--- src/verilog/escb_pkg.sv ---
// How it works
// - writing one to the nonmaskable set bit pends it; read shows pending or active
// - nonmaskable request is taken next cycle, ahead of everything else
// - writing one to deferred service set pends it; read returns pending state
// - write-only deferred service clear removes its pending state; zero ignored
// - writing one to the tick set bit pends the tick; read returns state
// - without tick timer, set bit reads zero, ignores writes; clear reserved
// - tick clear removes pending whether software or timer hardware set it
// - with debug, bit shows a pending exception will be taken on halt exit
// - with debug, bit shows any external controller interrupt is pending
// - nine-bit field reports highest-priority pending exception number, zero if none
// - pending number honours enables and masks, ignores the priority mask special
// - with debug, nine-bit field gives running exception number, zero is thread
// - vector base holds offset in bits 31:7; bits 6:0 reserved zero
// - offset bits not built read zero and ignore writes
// - offset resets to zero unless configuration inputs give its reset value
// - all-ones write reads back only the built offset bits
// - pending control register at 0xE000ED04, resets to zero
// - vector base register at 0xE000ED08, read-write
package escb_pkg;
    localparam logic [31:0] ESCB_ADDR_PEND   = 32'hE000ED04;
    localparam logic [31:0] ESCB_ADDR_VBASE  = 32'hE000ED08;
    localparam int          ESCB_NMI_SET     = 31;
    localparam int          ESCB_DS_SET      = 28;
    localparam int          ESCB_DS_CLR      = 27;
    localparam int          ESCB_TK_SET      = 26;
    localparam int          ESCB_TK_CLR      = 25;
    localparam int          ESCB_HALT_SVC    = 23;
    localparam int          ESCB_EXT_PEND    = 22;
    localparam int          ESCB_TOP_LSB     = 12;
    localparam int          ESCB_RUN_LSB     = 0;
    localparam int          ESCB_NUM_W       = 9;
    localparam int          ESCB_OFF_LSB     = 7;
    localparam logic [31:0] ESCB_OFF_MASK    = 32'hFFFFFF80;
    localparam logic [31:0] ESCB_PEND_RESET  = 32'h00000000;
    localparam logic [31:0] ESCB_VBASE_RESET = 32'h00000000;
    localparam logic [8:0]  ESCB_NUM_NONE    = 9'h000;
endpackage

--- src/verilog/escb_regs.sv ---
`timescale 1ns/1ps
// pending control and vector base registers, read/written over the core's
// system control space port; the pending number comes from the prioritiser
module escb_regs #(
    parameter bit          HAS_TICK        = 1'b1,
    parameter bit          HAS_DEBUG       = 1'b1,
    parameter logic [31:0] OFF_BUILT_MASK  = 32'hFFFFFF80,
    parameter bit          USE_CFG_RESET   = 1'b0
) (
    input  wire logic        core_clk,
    input  wire logic        rst,
    input  wire logic        reg_sel,
    input  wire logic        reg_write,
    input  wire logic [31:0] reg_addr,
    input  wire logic [31:0] reg_wdata,
    output logic      [31:0] reg_rdata,
    output logic             reg_ready,
    input  wire logic [31:0] cfg_table_offset,
    input  wire logic        tick_hw_set,
    input  wire logic        nmi_taken,
    input  wire logic        deferred_service_taken,
    input  wire logic        tick_taken,
    input  wire logic        nmi_active,
    input  wire logic [8:0]  top_pending_number,
    input  wire logic        external_irq_pending,
    input  wire logic        service_on_halt_exit,
    input  wire logic [8:0]  program_status_exception,
    output logic             nonmaskable_pend_q,
    output logic             deferred_service_pend_q,
    output logic             tick_pend_q,
    output logic      [31:0] table_offset_q
);
    // only the built offset bits ever hold state; bits below the field stay reserved
    localparam logic [31:0] OFF_MASK =
        OFF_BUILT_MASK & escb_pkg::ESCB_OFF_MASK;

    // address match, shared by the write strobes and the read mux
    function automatic logic escb_addr_hit(
        input logic [31:0] addr,
        input logic [31:0] target
    );
        return addr == target;
    endfunction

    // next pend state: a set beats a clear or a take in the same cycle,
    // so a fresh request never vanishes before the prioritiser sees it
    function automatic logic escb_flag_next(
        input logic cur,
        input logic set,
        input logic clr
    );
        logic nxt;
        nxt = cur;
        if (set) begin
            nxt = 1'b1;
        end else if (clr) begin
            nxt = 1'b0;
        end
        return nxt;
    endfunction

    // keeps only the built offset bits of a value headed for the register
    function automatic logic [31:0] escb_offset_keep(
        input logic [31:0] value
    );
        return value & OFF_MASK;
    endfunction

    // pending register image; reserved bits, clear bits and absent options read zero
    function automatic logic [31:0] escb_pend_word(
        input logic       nmi_state,
        input logic       ds_state,
        input logic       tk_state,
        input logic [8:0] top_num,
        input logic       halt_svc,
        input logic       ext_pend,
        input logic [8:0] run_num
    );
        logic [31:0] word;
        word = 32'h00000000;
        word[escb_pkg::ESCB_NMI_SET] = nmi_state;
        word[escb_pkg::ESCB_DS_SET]  = ds_state;
        word[escb_pkg::ESCB_TK_SET]  = tk_state;
        word[escb_pkg::ESCB_TOP_LSB +: escb_pkg::ESCB_NUM_W] = top_num;
        // debug-only fields stay reserved when debug is not built
        if (HAS_DEBUG) begin
            word[escb_pkg::ESCB_HALT_SVC] = halt_svc;
            word[escb_pkg::ESCB_EXT_PEND] = ext_pend;
            word[escb_pkg::ESCB_RUN_LSB +: escb_pkg::ESCB_NUM_W] = run_num;
        end
        return word;
    endfunction

    // decoded register hits and access strobes
    logic        hit_pend;
    logic        hit_vbase;
    logic        wr_pend;
    logic        wr_vbase;
    logic        rd_access;

    // per-bit write requests; a zero in any of these bits does nothing
    logic        nmi_set_req;
    logic        ds_set_req;
    logic        ds_clr_req;
    logic        tk_set_req;
    logic        tk_clr_req;

    // combined set and clear causes, software, core and timer alike
    logic        ds_clr_any;
    logic        tk_set_any;
    logic        tk_clr_any;

    // read side
    logic        nmi_read;
    logic        tk_read;
    logic [31:0] pend_word;
    logic [31:0] rdata_d;

    // strap load marker after reset
    logic        cfg_loaded_q;

    // one compare per register, reused by write strobes and the read mux
    assign hit_pend  = escb_addr_hit(reg_addr, escb_pkg::ESCB_ADDR_PEND);
    assign hit_vbase = escb_addr_hit(reg_addr, escb_pkg::ESCB_ADDR_VBASE);

    // an access is one cycle of select; write picks the direction
    assign wr_pend   = reg_sel && reg_write && hit_pend;
    assign wr_vbase  = reg_sel && reg_write && hit_vbase;
    assign rd_access = reg_sel && !reg_write;

    // nonmaskable has a set bit only; the core's take clears it
    assign nmi_set_req = wr_pend && reg_wdata[escb_pkg::ESCB_NMI_SET];

    // deferred service set and write-only clear
    assign ds_set_req = wr_pend && reg_wdata[escb_pkg::ESCB_DS_SET];
    assign ds_clr_req = wr_pend && reg_wdata[escb_pkg::ESCB_DS_CLR];

    // tick set and clear; both dead when no timer is built
    assign tk_set_req = HAS_TICK && wr_pend && reg_wdata[escb_pkg::ESCB_TK_SET];
    assign tk_clr_req = HAS_TICK && wr_pend && reg_wdata[escb_pkg::ESCB_TK_CLR];

    // the core's take also clears; the timer hardware also sets the tick
    assign ds_clr_any = ds_clr_req || deferred_service_taken;
    assign tk_set_any = tk_set_req || (HAS_TICK && tick_hw_set);
    assign tk_clr_any = tk_clr_req || tick_taken;

    // nonmaskable pend; the prioritiser takes it in the same cycle it lands
    always_ff @(posedge core_clk or posedge rst) begin
        if (rst) begin
            nonmaskable_pend_q <= escb_pkg::ESCB_PEND_RESET[escb_pkg::ESCB_NMI_SET];
        end else begin
            nonmaskable_pend_q <= escb_flag_next(nonmaskable_pend_q,
                                                 nmi_set_req,
                                                 nmi_taken);
        end
    end

    // deferred service pend; a both-ones write is undefined, set wins here
    always_ff @(posedge core_clk or posedge rst) begin
        if (rst) begin
            deferred_service_pend_q <= escb_pkg::ESCB_PEND_RESET[escb_pkg::ESCB_DS_SET];
        end else begin
            deferred_service_pend_q <= escb_flag_next(deferred_service_pend_q,
                                                      ds_set_req,
                                                      ds_clr_any);
        end
    end

    // tick pend from software or timer; never leaves reset without a timer
    always_ff @(posedge core_clk or posedge rst) begin
        if (rst) begin
            tick_pend_q <= escb_pkg::ESCB_PEND_RESET[escb_pkg::ESCB_TK_SET];
        end else begin
            tick_pend_q <= escb_flag_next(tick_pend_q,
                                          tk_set_any,
                                          tk_clr_any);
        end
    end

    // strap load marker: set at the first edge after reset release
    always_ff @(posedge core_clk or posedge rst) begin
        if (rst) begin
            cfg_loaded_q <= 1'b0;
        end else begin
            cfg_loaded_q <= 1'b1;
        end
    end

    // straps are caught by a clocked load so the reset branch stays constant;
    // the cost is that a write in that first cycle is lost
    always_ff @(posedge core_clk or posedge rst) begin
        if (rst) begin
            table_offset_q <= escb_pkg::ESCB_VBASE_RESET;
        end else if (!cfg_loaded_q && USE_CFG_RESET) begin
            table_offset_q <= escb_offset_keep(cfg_table_offset);
        end else if (cfg_loaded_q && wr_vbase) begin
            table_offset_q <= escb_offset_keep(reg_wdata);
        end
    end

    // nonmaskable reads as set while pending or already running
    assign nmi_read = nonmaskable_pend_q || nmi_active;

    // absent timer reads zero whatever the flop holds
    assign tk_read = HAS_TICK && tick_pend_q;

    // prioritiser number already honours enables, not the special mask
    assign pend_word = escb_pend_word(nmi_read,
                                      deferred_service_pend_q,
                                      tk_read,
                                      top_pending_number,
                                      service_on_halt_exit,
                                      external_irq_pending,
                                      program_status_exception);

    // read mux; unmapped addresses return zero
    always_comb begin
        rdata_d = 32'h00000000;
        if (hit_pend) begin
            rdata_d = pend_word;
        end else if (hit_vbase) begin
            rdata_d = table_offset_q;
        end
    end

    // read data registered one cycle after select, zero when not a read
    always_ff @(posedge core_clk or posedge rst) begin
        if (rst) begin
            reg_rdata <= 32'h00000000;
        end else if (rd_access) begin
            reg_rdata <= rdata_d;
        end else begin
            reg_rdata <= 32'h00000000;
        end
    end

    // ready pulse for every select, read or write alike
    always_ff @(posedge core_clk or posedge rst) begin
        if (rst) begin
            reg_ready <= 1'b0;
        end else begin
            reg_ready <= reg_sel;
        end
    end
endmodule

--- config.mk ---
export PLATFORM = sky130hd
export DESIGN_NAME = escb_regs
export DESIGN_NICKNAME = d
export VERILOG_FILES = /design/src/verilog/escb_pkg.sv /design/src/verilog/escb_regs.sv
export SDC_FILE = /design/constraint.sdc
export NUM_CORES = 1
export LEC_CHECK = 0
export BUFFER_PORTS_ARGS = -buffer_cell sky130_fd_sc_hd__buf_4
export CAP_MARGIN = 20
export CELL_PAD_IN_SITES_DETAIL_PLACEMENT = 1
export CELL_PAD_IN_SITES_GLOBAL_PLACEMENT = 2
export CORE_ASPECT_RATIO = 1.1
export CORE_UTILIZATION = 20
export DETAILED_ROUTE_END_ITERATION = 10
export PLACE_DENSITY_LB_ADDON = 0.1
export SLEW_MARGIN = 20
export SYNTH_ARGS = -nofsm -noshare
export SYNTH_HDL_FRONTEND = slang
export SYNTH_SLANG_ARGS = --single-unit
export TNS_END_PERCENT = 30
--- constraint.sdc ---
create_clock -name core_clk -period 1.8 [get_ports core_clk]
set_input_delay 0.27 -clock core_clk [delete_from_list [all_inputs] [get_ports core_clk]]
set_output_delay 0.27 -clock core_clk [all_outputs]
set_load 0.01 [all_outputs]
* Yosys cells after proc, flatten, opt, wreduce, memory -nomap -nowiden
Cells that the tools add are included.
** Word-level totals
- Register bits :: 62
- Bits of input ports :: 125
- Output and inout bits :: 68
** Cells by class
- Equal/unequal tests :: 2
- Multiplexer cells :: 9
- Reductions and logical operators :: 18
** Operators with widths (number)
- $mux 32 :: 3
- $eq 32x32->1 const B :: 2
- $logic_and 1x1->1 :: 10
- $mux 1 :: 6
- $reduce_bool 2->1 :: 3
- $logic_or 1x1->1 :: 4
- $logic_not 1->1 :: 1

* Depth between registers and ports, before layout
Gate-level depths: netlist of run 1.
- Word-level depth :: 6
- Depth in mapped cells :: 7
- Depth with buffers taken out :: 5

* Least setup slack after synthesis of run 1
OpenSTA, ideal clock, no wires.
- Path type :: input-to-reg
- Start :: in reg_addr[4]
- End :: reg table_offset_q[10]
- Library setup time :: 0.125 ns
- Data arrival time :: 1.724 ns
- Path slack :: -0.049 ns
- Cell stages on the path :: 7
- Buffers on the path :: 2
- Path through :: nor4_1 -> nand2_1 -> nor4_4 -> and4_1 -> buf_6 -> buf_12 -> mux2_4
** Between the ends
- Longest elaborated chain between the ends :: 3
** RTL lines
- start, declared :: line escb_regs.sv:14 : input wire logic [31:0] reg_addr,
- $eq 32x32->1 :: line escb_regs.sv:42 : return addr == target;
- $logic_and 1x1->1 :: line escb_regs.sv:128 : assign wr_vbase = reg_sel && reg_write && hit_vbase;
- $logic_and 1x1->1 :: line escb_regs.sv:196 : end else if (cfg_loaded_q && wr_vbase) begin
- end signal, assigned :: line escb_regs.sv:193 : table_offset_q <= escb_pkg::ESCB_VBASE_RESET;
- end signal, assigned :: line escb_regs.sv:195 : table_offset_q <= escb_offset_keep(cfg_table_offset);
- end signal, assigned :: line escb_regs.sv:197 : table_offset_q <= escb_offset_keep(reg_wdata);
- end, declared :: line escb_regs.sv:31 : output logic [31:0] table_offset_q
No other way between the ends.
A chain may end at the register's enable or synchronous reset.

* Worst setup path in the final report of run 1
- Start :: in reg_addr[4]
- End :: reg table_offset_q[16]
Same word-level chain as after synthesis.

==> results of run 1 <==
-- Yosys cell counts, drive strengths merged --
| library cell | n | area (µm²) |
|---|---|---|
| nand4b | 2 | 17.5 |
| mux2 | 25 | 357 |
| a22o | 1 | 8.76 |
| a221o | 1 | 10.0 |
| nor4b | 2 | 30.0 |
| a22oi | 15 | 113 |
| dfrtp | 62 | 1550 |
| and2b | 1 | 7.51 |
| clkbuf | 9 | 33.8 |
| nor2 | 15 | 56.3 |
| nand4 | 3 | 18.8 |
| inv | 3 | 11.3 |
| a21oi | 1 | 5.00 |
| o21ai | 1 | 5.00 |
| and3 | 17 | 106 |
| nor2b | 3 | 18.8 |
| conb | 2 | 7.51 |
| nor4 | 4 | 40.0 |
| a32o | 1 | 10.0 |
| buf | 10 | 104 |
| nand2 | 2 | 7.51 |
| and3b | 1 | 8.76 |
| and4 | 1 | 8.76 |
| nand2b | 1 | 6.26 |
-- worst min-delay path: stages --
cell and delay [ns]:
buf_4 0.12, clkinvlp_4 0.07, buf_12 0.29
-- sequential cells by signal (all words and copies together) (netlist names) --
name and cells:
cfg_loaded_q 1, deferred_service_pend_q 1, nonmaskable_pend_q 1, reg_rdata 32
reg_ready 1, table_offset_q 25, tick_pend_q 1
-- cell type report --
type	count	area, µm²
clock inverter	4	47.5
multi-input combinational	105	893
clock buffer	11	243
sequential	62	1550
tap	154	193
fill	1351	8040
timing repair buffer	156	1210
inverter	3	15.0
-- metrics by stage --
stage | hold slack, ns | cell area, µm² | setup TNS [ns]
2_1_floorplan | 0.301 | 2590 | -0.729
3_3_place_gp | 0.390 | 3860 | -5.01
3_5_place_dp | 0.397 | 3860 | -5.70
4_1_cts | 0.0532 | 4150 | 0
5_1_grt | 0.0563 | 4150 | 0
6_report | 0.0412 | 4150 | 0
-- cell usage in the layout (no fill, tap or decap), types with 2 or more instances in the layout --
cell type   count
nand2_1         2
mux2_4         20
nor2_1         15
mux2_2          5
nor4_2          2
clkinv_2        2
clkbuf_16       9
buf_12          3
nand4_1         3
and3_1         17
inv_1           2
nand4b_1        2
dfrtp_1        62
nor2b_2         2
a22oi_1        15
conb_1          8
buf_4         153
clkinvlp_4      2
-- logic make-up (layout without fill, tap and decap cells) --
kind of cell | Yosys count | in the layout
flip-flops | 62 | 62
AND/OR/NAND/NOR | 52 | 52
other | 2 | 8
AO/OA/AOI/OAI | 20 | 20
buffers and inverters | 22 | 174
multiplexers | 25 | 25
-- timing repair --
item / CTS / global route
resized for setup: 0 / 1
endpoints found under the setup margin: 0 / 3
endpoints found under the hold margin: 0 / 0
-- metal layers --
| metal | global-route usage, % | wire, µm | up-vias |
|---|---|---|---|
| met5 | 0 | 0 | - |
| met4 | 5.58 | 126 | 0 |
| met3 | 3.88 | 555 | 11 |
| met2 | 21.4 | 4150 | 81 |
| met1 | 15.5 | 3240 | 995 |
| li1 | - | - | 941 |
-- how the worst max path moves through the flow --
stage	slack, ns	cells past startpoint	startpoint	to
floorplan	-0.04	7	reg_addr[1]	table_offset_q[10]
global placement	-0.24	7	reg_addr[16]	table_offset_q[15]
detailed placement	-0.27	7	reg_addr[4]	table_offset_q[19]
CTS	0.08	7	reg_addr[4]	table_offset_q[16]
global route	0.01	7	reg_addr[4]	table_offset_q[17]
finish	0.14	7	reg_addr[4]	table_offset_q[16]
-- power by group --
group | internal [µW] | switching, µW
clock | 1100 | 586
sequential | 1400 | 1.90
combinational | 145 | 101
total | 2640 | 689
==> results.cfg, run 1 <==
[pwr]
power_leakage_uw = 0.00218
pwr_density_cell_nw_per_um2 = 802
p_total_uw = 3330
vdd_ir_drop_max_mv = 0.409

[setup_path]
start_kind = input port
cp.required_ns = 2.00
critPathMaxFanout = 19
rr_endpoint = table_offset_q[16]
reg2reg_slack_ns = 0.58
crit_path_max_incr_delay_ns = 0.35
crit_type = in -> reg
end_kind = flip-flop
cp_num_buf_inv = 2
path_delay_family = simple AND/OR/NAND/NOR gates
rr_startpoint = cfg_loaded_q
rr_worst_depth = 3
slowest_stage = mux2_2
cp.arrival_ns = 1.86
worstPathCellList = buf_4, nor4_2, nand2_1, nor4_4, and4_4, buf_12, mux2_2

[timing]
fin_ws_ns = 0.138
slew_violations = 0
post-route-period-util_pct = 92.4
worst_clock_skew_ns = 0.00453
clock.fmax_mhz = 602
hold_viol = 0
grt_setup_unrepaired = false
min_period_ns = 1.66
setup_viol = 0

[layout]
fin_util_pct = 34.1
final_cell_count_no_fill = 495
antennaDiodeCount = 0
fin_nets = 462
drive_gt1_share_pct = 59.8
area_delta_synth_final_pct = 63.3

[clocking]
cts_hold_buf = 0
htree_levels = 3
cts_sinks = 62
cts_buffers = 9
clk_path_buf_depth = 2
cts_setup_buffers = 0
clk_pin_slew_ns = 0.05
cts_tree = yes
clkLatencyLatePin_ns = 0.32
cts-root-buf = clkbuf_16

[die]
io_pins = 193
die_h_um = 120
dieArea_um2 = 13200
core_area_um2 = 12200
start_util_pct = 20.9
row_count = 42
die_w_um = 110

[drt]
drc = 0
drtPass1Iterations = 4
drt_iter0_markers = 38
routedWlPerCell_um = 16.3
drtAntennaViolNets = 0
vias = 2028
wl_um = 8070
vias_per_cell = 4.10

[placed_design]
portBuffers = 146
routabilityCongestion = 0.649
post-place-ws_ns = -0.267
dp_cells = 480
dp_hpwl_um = 6040

[global_route]
grt_usage_pct = 13.0
grt_max_degree = 63
overflow = 0
grt_pass1_vias = 2228
grt_pass1_wl_um = 12600
antenna_found_initial = 0

[logic_synthesis]
synth.area.mux_share_pct = 14.0
synthCells = 183
synth.avg_cell_area_um2 = 13.9
yosys_warnings = 0
yosysSeqAreaShare_pct = 61.0
yosys.area_share.adder_pct = 0
ys_ff_latch = 62
synthSimpleGateAreaFrac_pct = 12.8
synth_xor_xnor_area_share_pct = 0
ys_types = 28
syn_area_um2 = 2540
synth-compound-area-share_pct = 5.95
synth_top_family_by_area = multiplexers

[worst_hold_path]
hp-class = in -> async

[job]
max_cap_violations = 0

[status]
status = finished clean
No activity file was read; power rests on OpenSTA's default activity.
==> run 2: changes to the inputs <==
Settings changed: REMOVE_ABC_BUFFERS set to 1.
==> results.cfg, run 2 (synthesized netlist as in run 1, its figures left out) <==
[status]
status = finished, violations left
violations = negative hold slack

[layout]
fin_nets = 464
largestRegisters = reg_rdata: 32 flops, table_offset_q: 25 flops
largest_register_ffs = 32
drive_gt1_share_pct = 59.3
mostFrequentLayoutCells = buf_4, dfrtp_1, mux2_4
antennaDiodeCount = 0
layout_commonest_cell = buf_4
area_delta_synth_final_pct = 63.9
regMostFlops = reg_rdata
fill_cells = 1361
final_area_um2 = 4170

[clocking]
htree_levels = 3
clk_pin_slew_ns = 0.06
clk_path_buf_depth = 2
cts_tree = yes
cts_hold_buf = 0
cts-root-buf = clkbuf_16
cts_sinks = 62
cts_setup_buffers = 0
cts_buffers = 9
clkLatencyLatePin_ns = 0.33

[job]
max_cap_violations = 0

[setup_path]
end_kind = flip-flop
rr_startpoint = cfg_loaded_q
start_kind = input port
cp.required_ns = 2.01
critPathMaxFanout = 12
slowest_stage = mux2_2
worstPathCellList = buf_4, nor4b_2, nand4_1, nor4_4, and4_4, buf_12, mux2_2
cp.arrival_ns = 1.91
crit_type = in -> reg
reg2reg_slack_ns = 0.59
crit_path_max_incr_delay_ns = 0.34
rr_endpoint = table_offset_q[15]
rr_worst_depth = 3

[timing]
setup_viol = 0
worst_clock_skew_ns = 0.00725
grt_setup_unrepaired = false
timing.hold.ws_ns = -0.0114
clock.fmax_mhz = 586
hold_viol = 5
slew_violations = 0
min_period_ns = 1.71
post-route-period-util_pct = 94.7

[global_route]
grt_max_degree = 63
antenna_found_initial = 0
grt_usage_pct = 13.3
overflow = 0
grt_pass1_vias = 2208
grt_pass1_wl_um = 12700

[die]
die_w_um = 110
die_h_um = 120
dieArea_um2 = 13200
core_area_um2 = 12200
start_util_pct = 20.9
io_pins = 193
row_count = 42

[placed_design]
routabilityCongestion = 0.678
portBuffers = 146
dp_hpwl_um = 6090
postPlaceCellArea_um2 = 3870

[pwr]
power_leakage_uw = 0.00220
pwr_density_cell_nw_per_um2 = 795
vdd_ir_drop_max_mv = 0.315
p_total_uw = 3310

[drt]
routedWlPerCell_um = 16.5
drc = 0
vias_per_cell = 4.14
drtPass1Iterations = 4
drtAntennaViolNets = 0
drt_iter0_markers = 57
vias = 2062
wl_um = 8220

[worst_hold_path]
hp-class = in -> async
-- run 2: cell count changes in the layout (fill, tap and decap cells not counted) --
| cell | change |
|---|---|
| inv_2 | +1 |
| clkbuf_1 | +2 |
| nor4_2 | -1 |
| buf_12 | +2 |
| nor4b_2 | +1 |
| nor4_1 | +1 |
| clkinvlp_4 | -1 |
| nor4b_4 | -1 |
| clkbuf_8 | -1 |
-- run 2: worst max path at each step --
stage,cells past startpoint,endpoint,startpoint
4_1_cts,7,table_offset_q[15],reg_addr[4]
3_3_place_gp,7,table_offset_q[15],reg_addr[4]
5_1_grt,7,table_offset_q[15],reg_addr[4]
3_5_place_dp,7,table_offset_q[15],reg_addr[21]
6_report,7,table_offset_q[15],reg_addr[21]
2_1_floorplan,3,table_offset_q[15],reg_addr[3]
-- run 2: report_power, final --
group / leakage [µW] / switching, µW / total (µW) / internal, µW
clock: 0.000137 / 604 / 1670 / 1070
combinational: 0.00120 / 98.1 / 242 / 144
sequential: 0.000859 / 1.83 / 1400 / 1400
total: 0.00220 / 704 / 3310 / 2610
-- run 2: cell type report --
| cell class | instances | area (µm²) | share of cell area (%) |
|---|---|---|---|
| clock buffer | 12 | 236 | 5.68 |
| clock inverter | 4 | 47.5 | 1.14 |
| inverter | 3 | 11.3 | 0.270 |
| multi-input combinational | 105 | 878 | 21.1 |
| sequential | 62 | 1550 | 37.2 |
| tap | 154 | 193 | 4.62 |
| timing repair buffer | 158 | 1250 | 30.0 |
-- run 2: through the flow --
step	utilization, %	std cells	hold slack (ns)	worst slack (ns)	setup TNS, ns
global placement	31.8	482	0.383	-0.258	-5.67
finish	34.2	498	-0.0114	0.0949	0
floorplan	-	170	0.301	-0.886	-21.56
global route	34.2	498	0.0358	0.0280	0
detailed placement	31.8	482	0.381	-0.294	-6.93
CTS	34.1	498	0.0230	0.0393	0
-- run 2: worst max-delay path, delay by kind of cell --
family,cells,cell delay (ns)
simple gates,4,1.01
mux,1,0.34
buf+inv,2,0.28
-- run 2: what timing repair did --
action / in CTS / in global routing
setup endpoints to repair: 0 / 25
gates resized for setup: 0 / 2
endpoints found under the hold margin: 0 / 0
-- run 2: routing by layer --
layer | GRT usage (%) | wire length [µm] | vias up
li1 | - | - | 947
met2 | 20.7 | 4010 | 90
met3 | 4.69 | 644 | 12
met5 | 0 | 0 | -
met4 | 5.67 | 135 | 0
met1 | 16.6 | 3430 | 1013
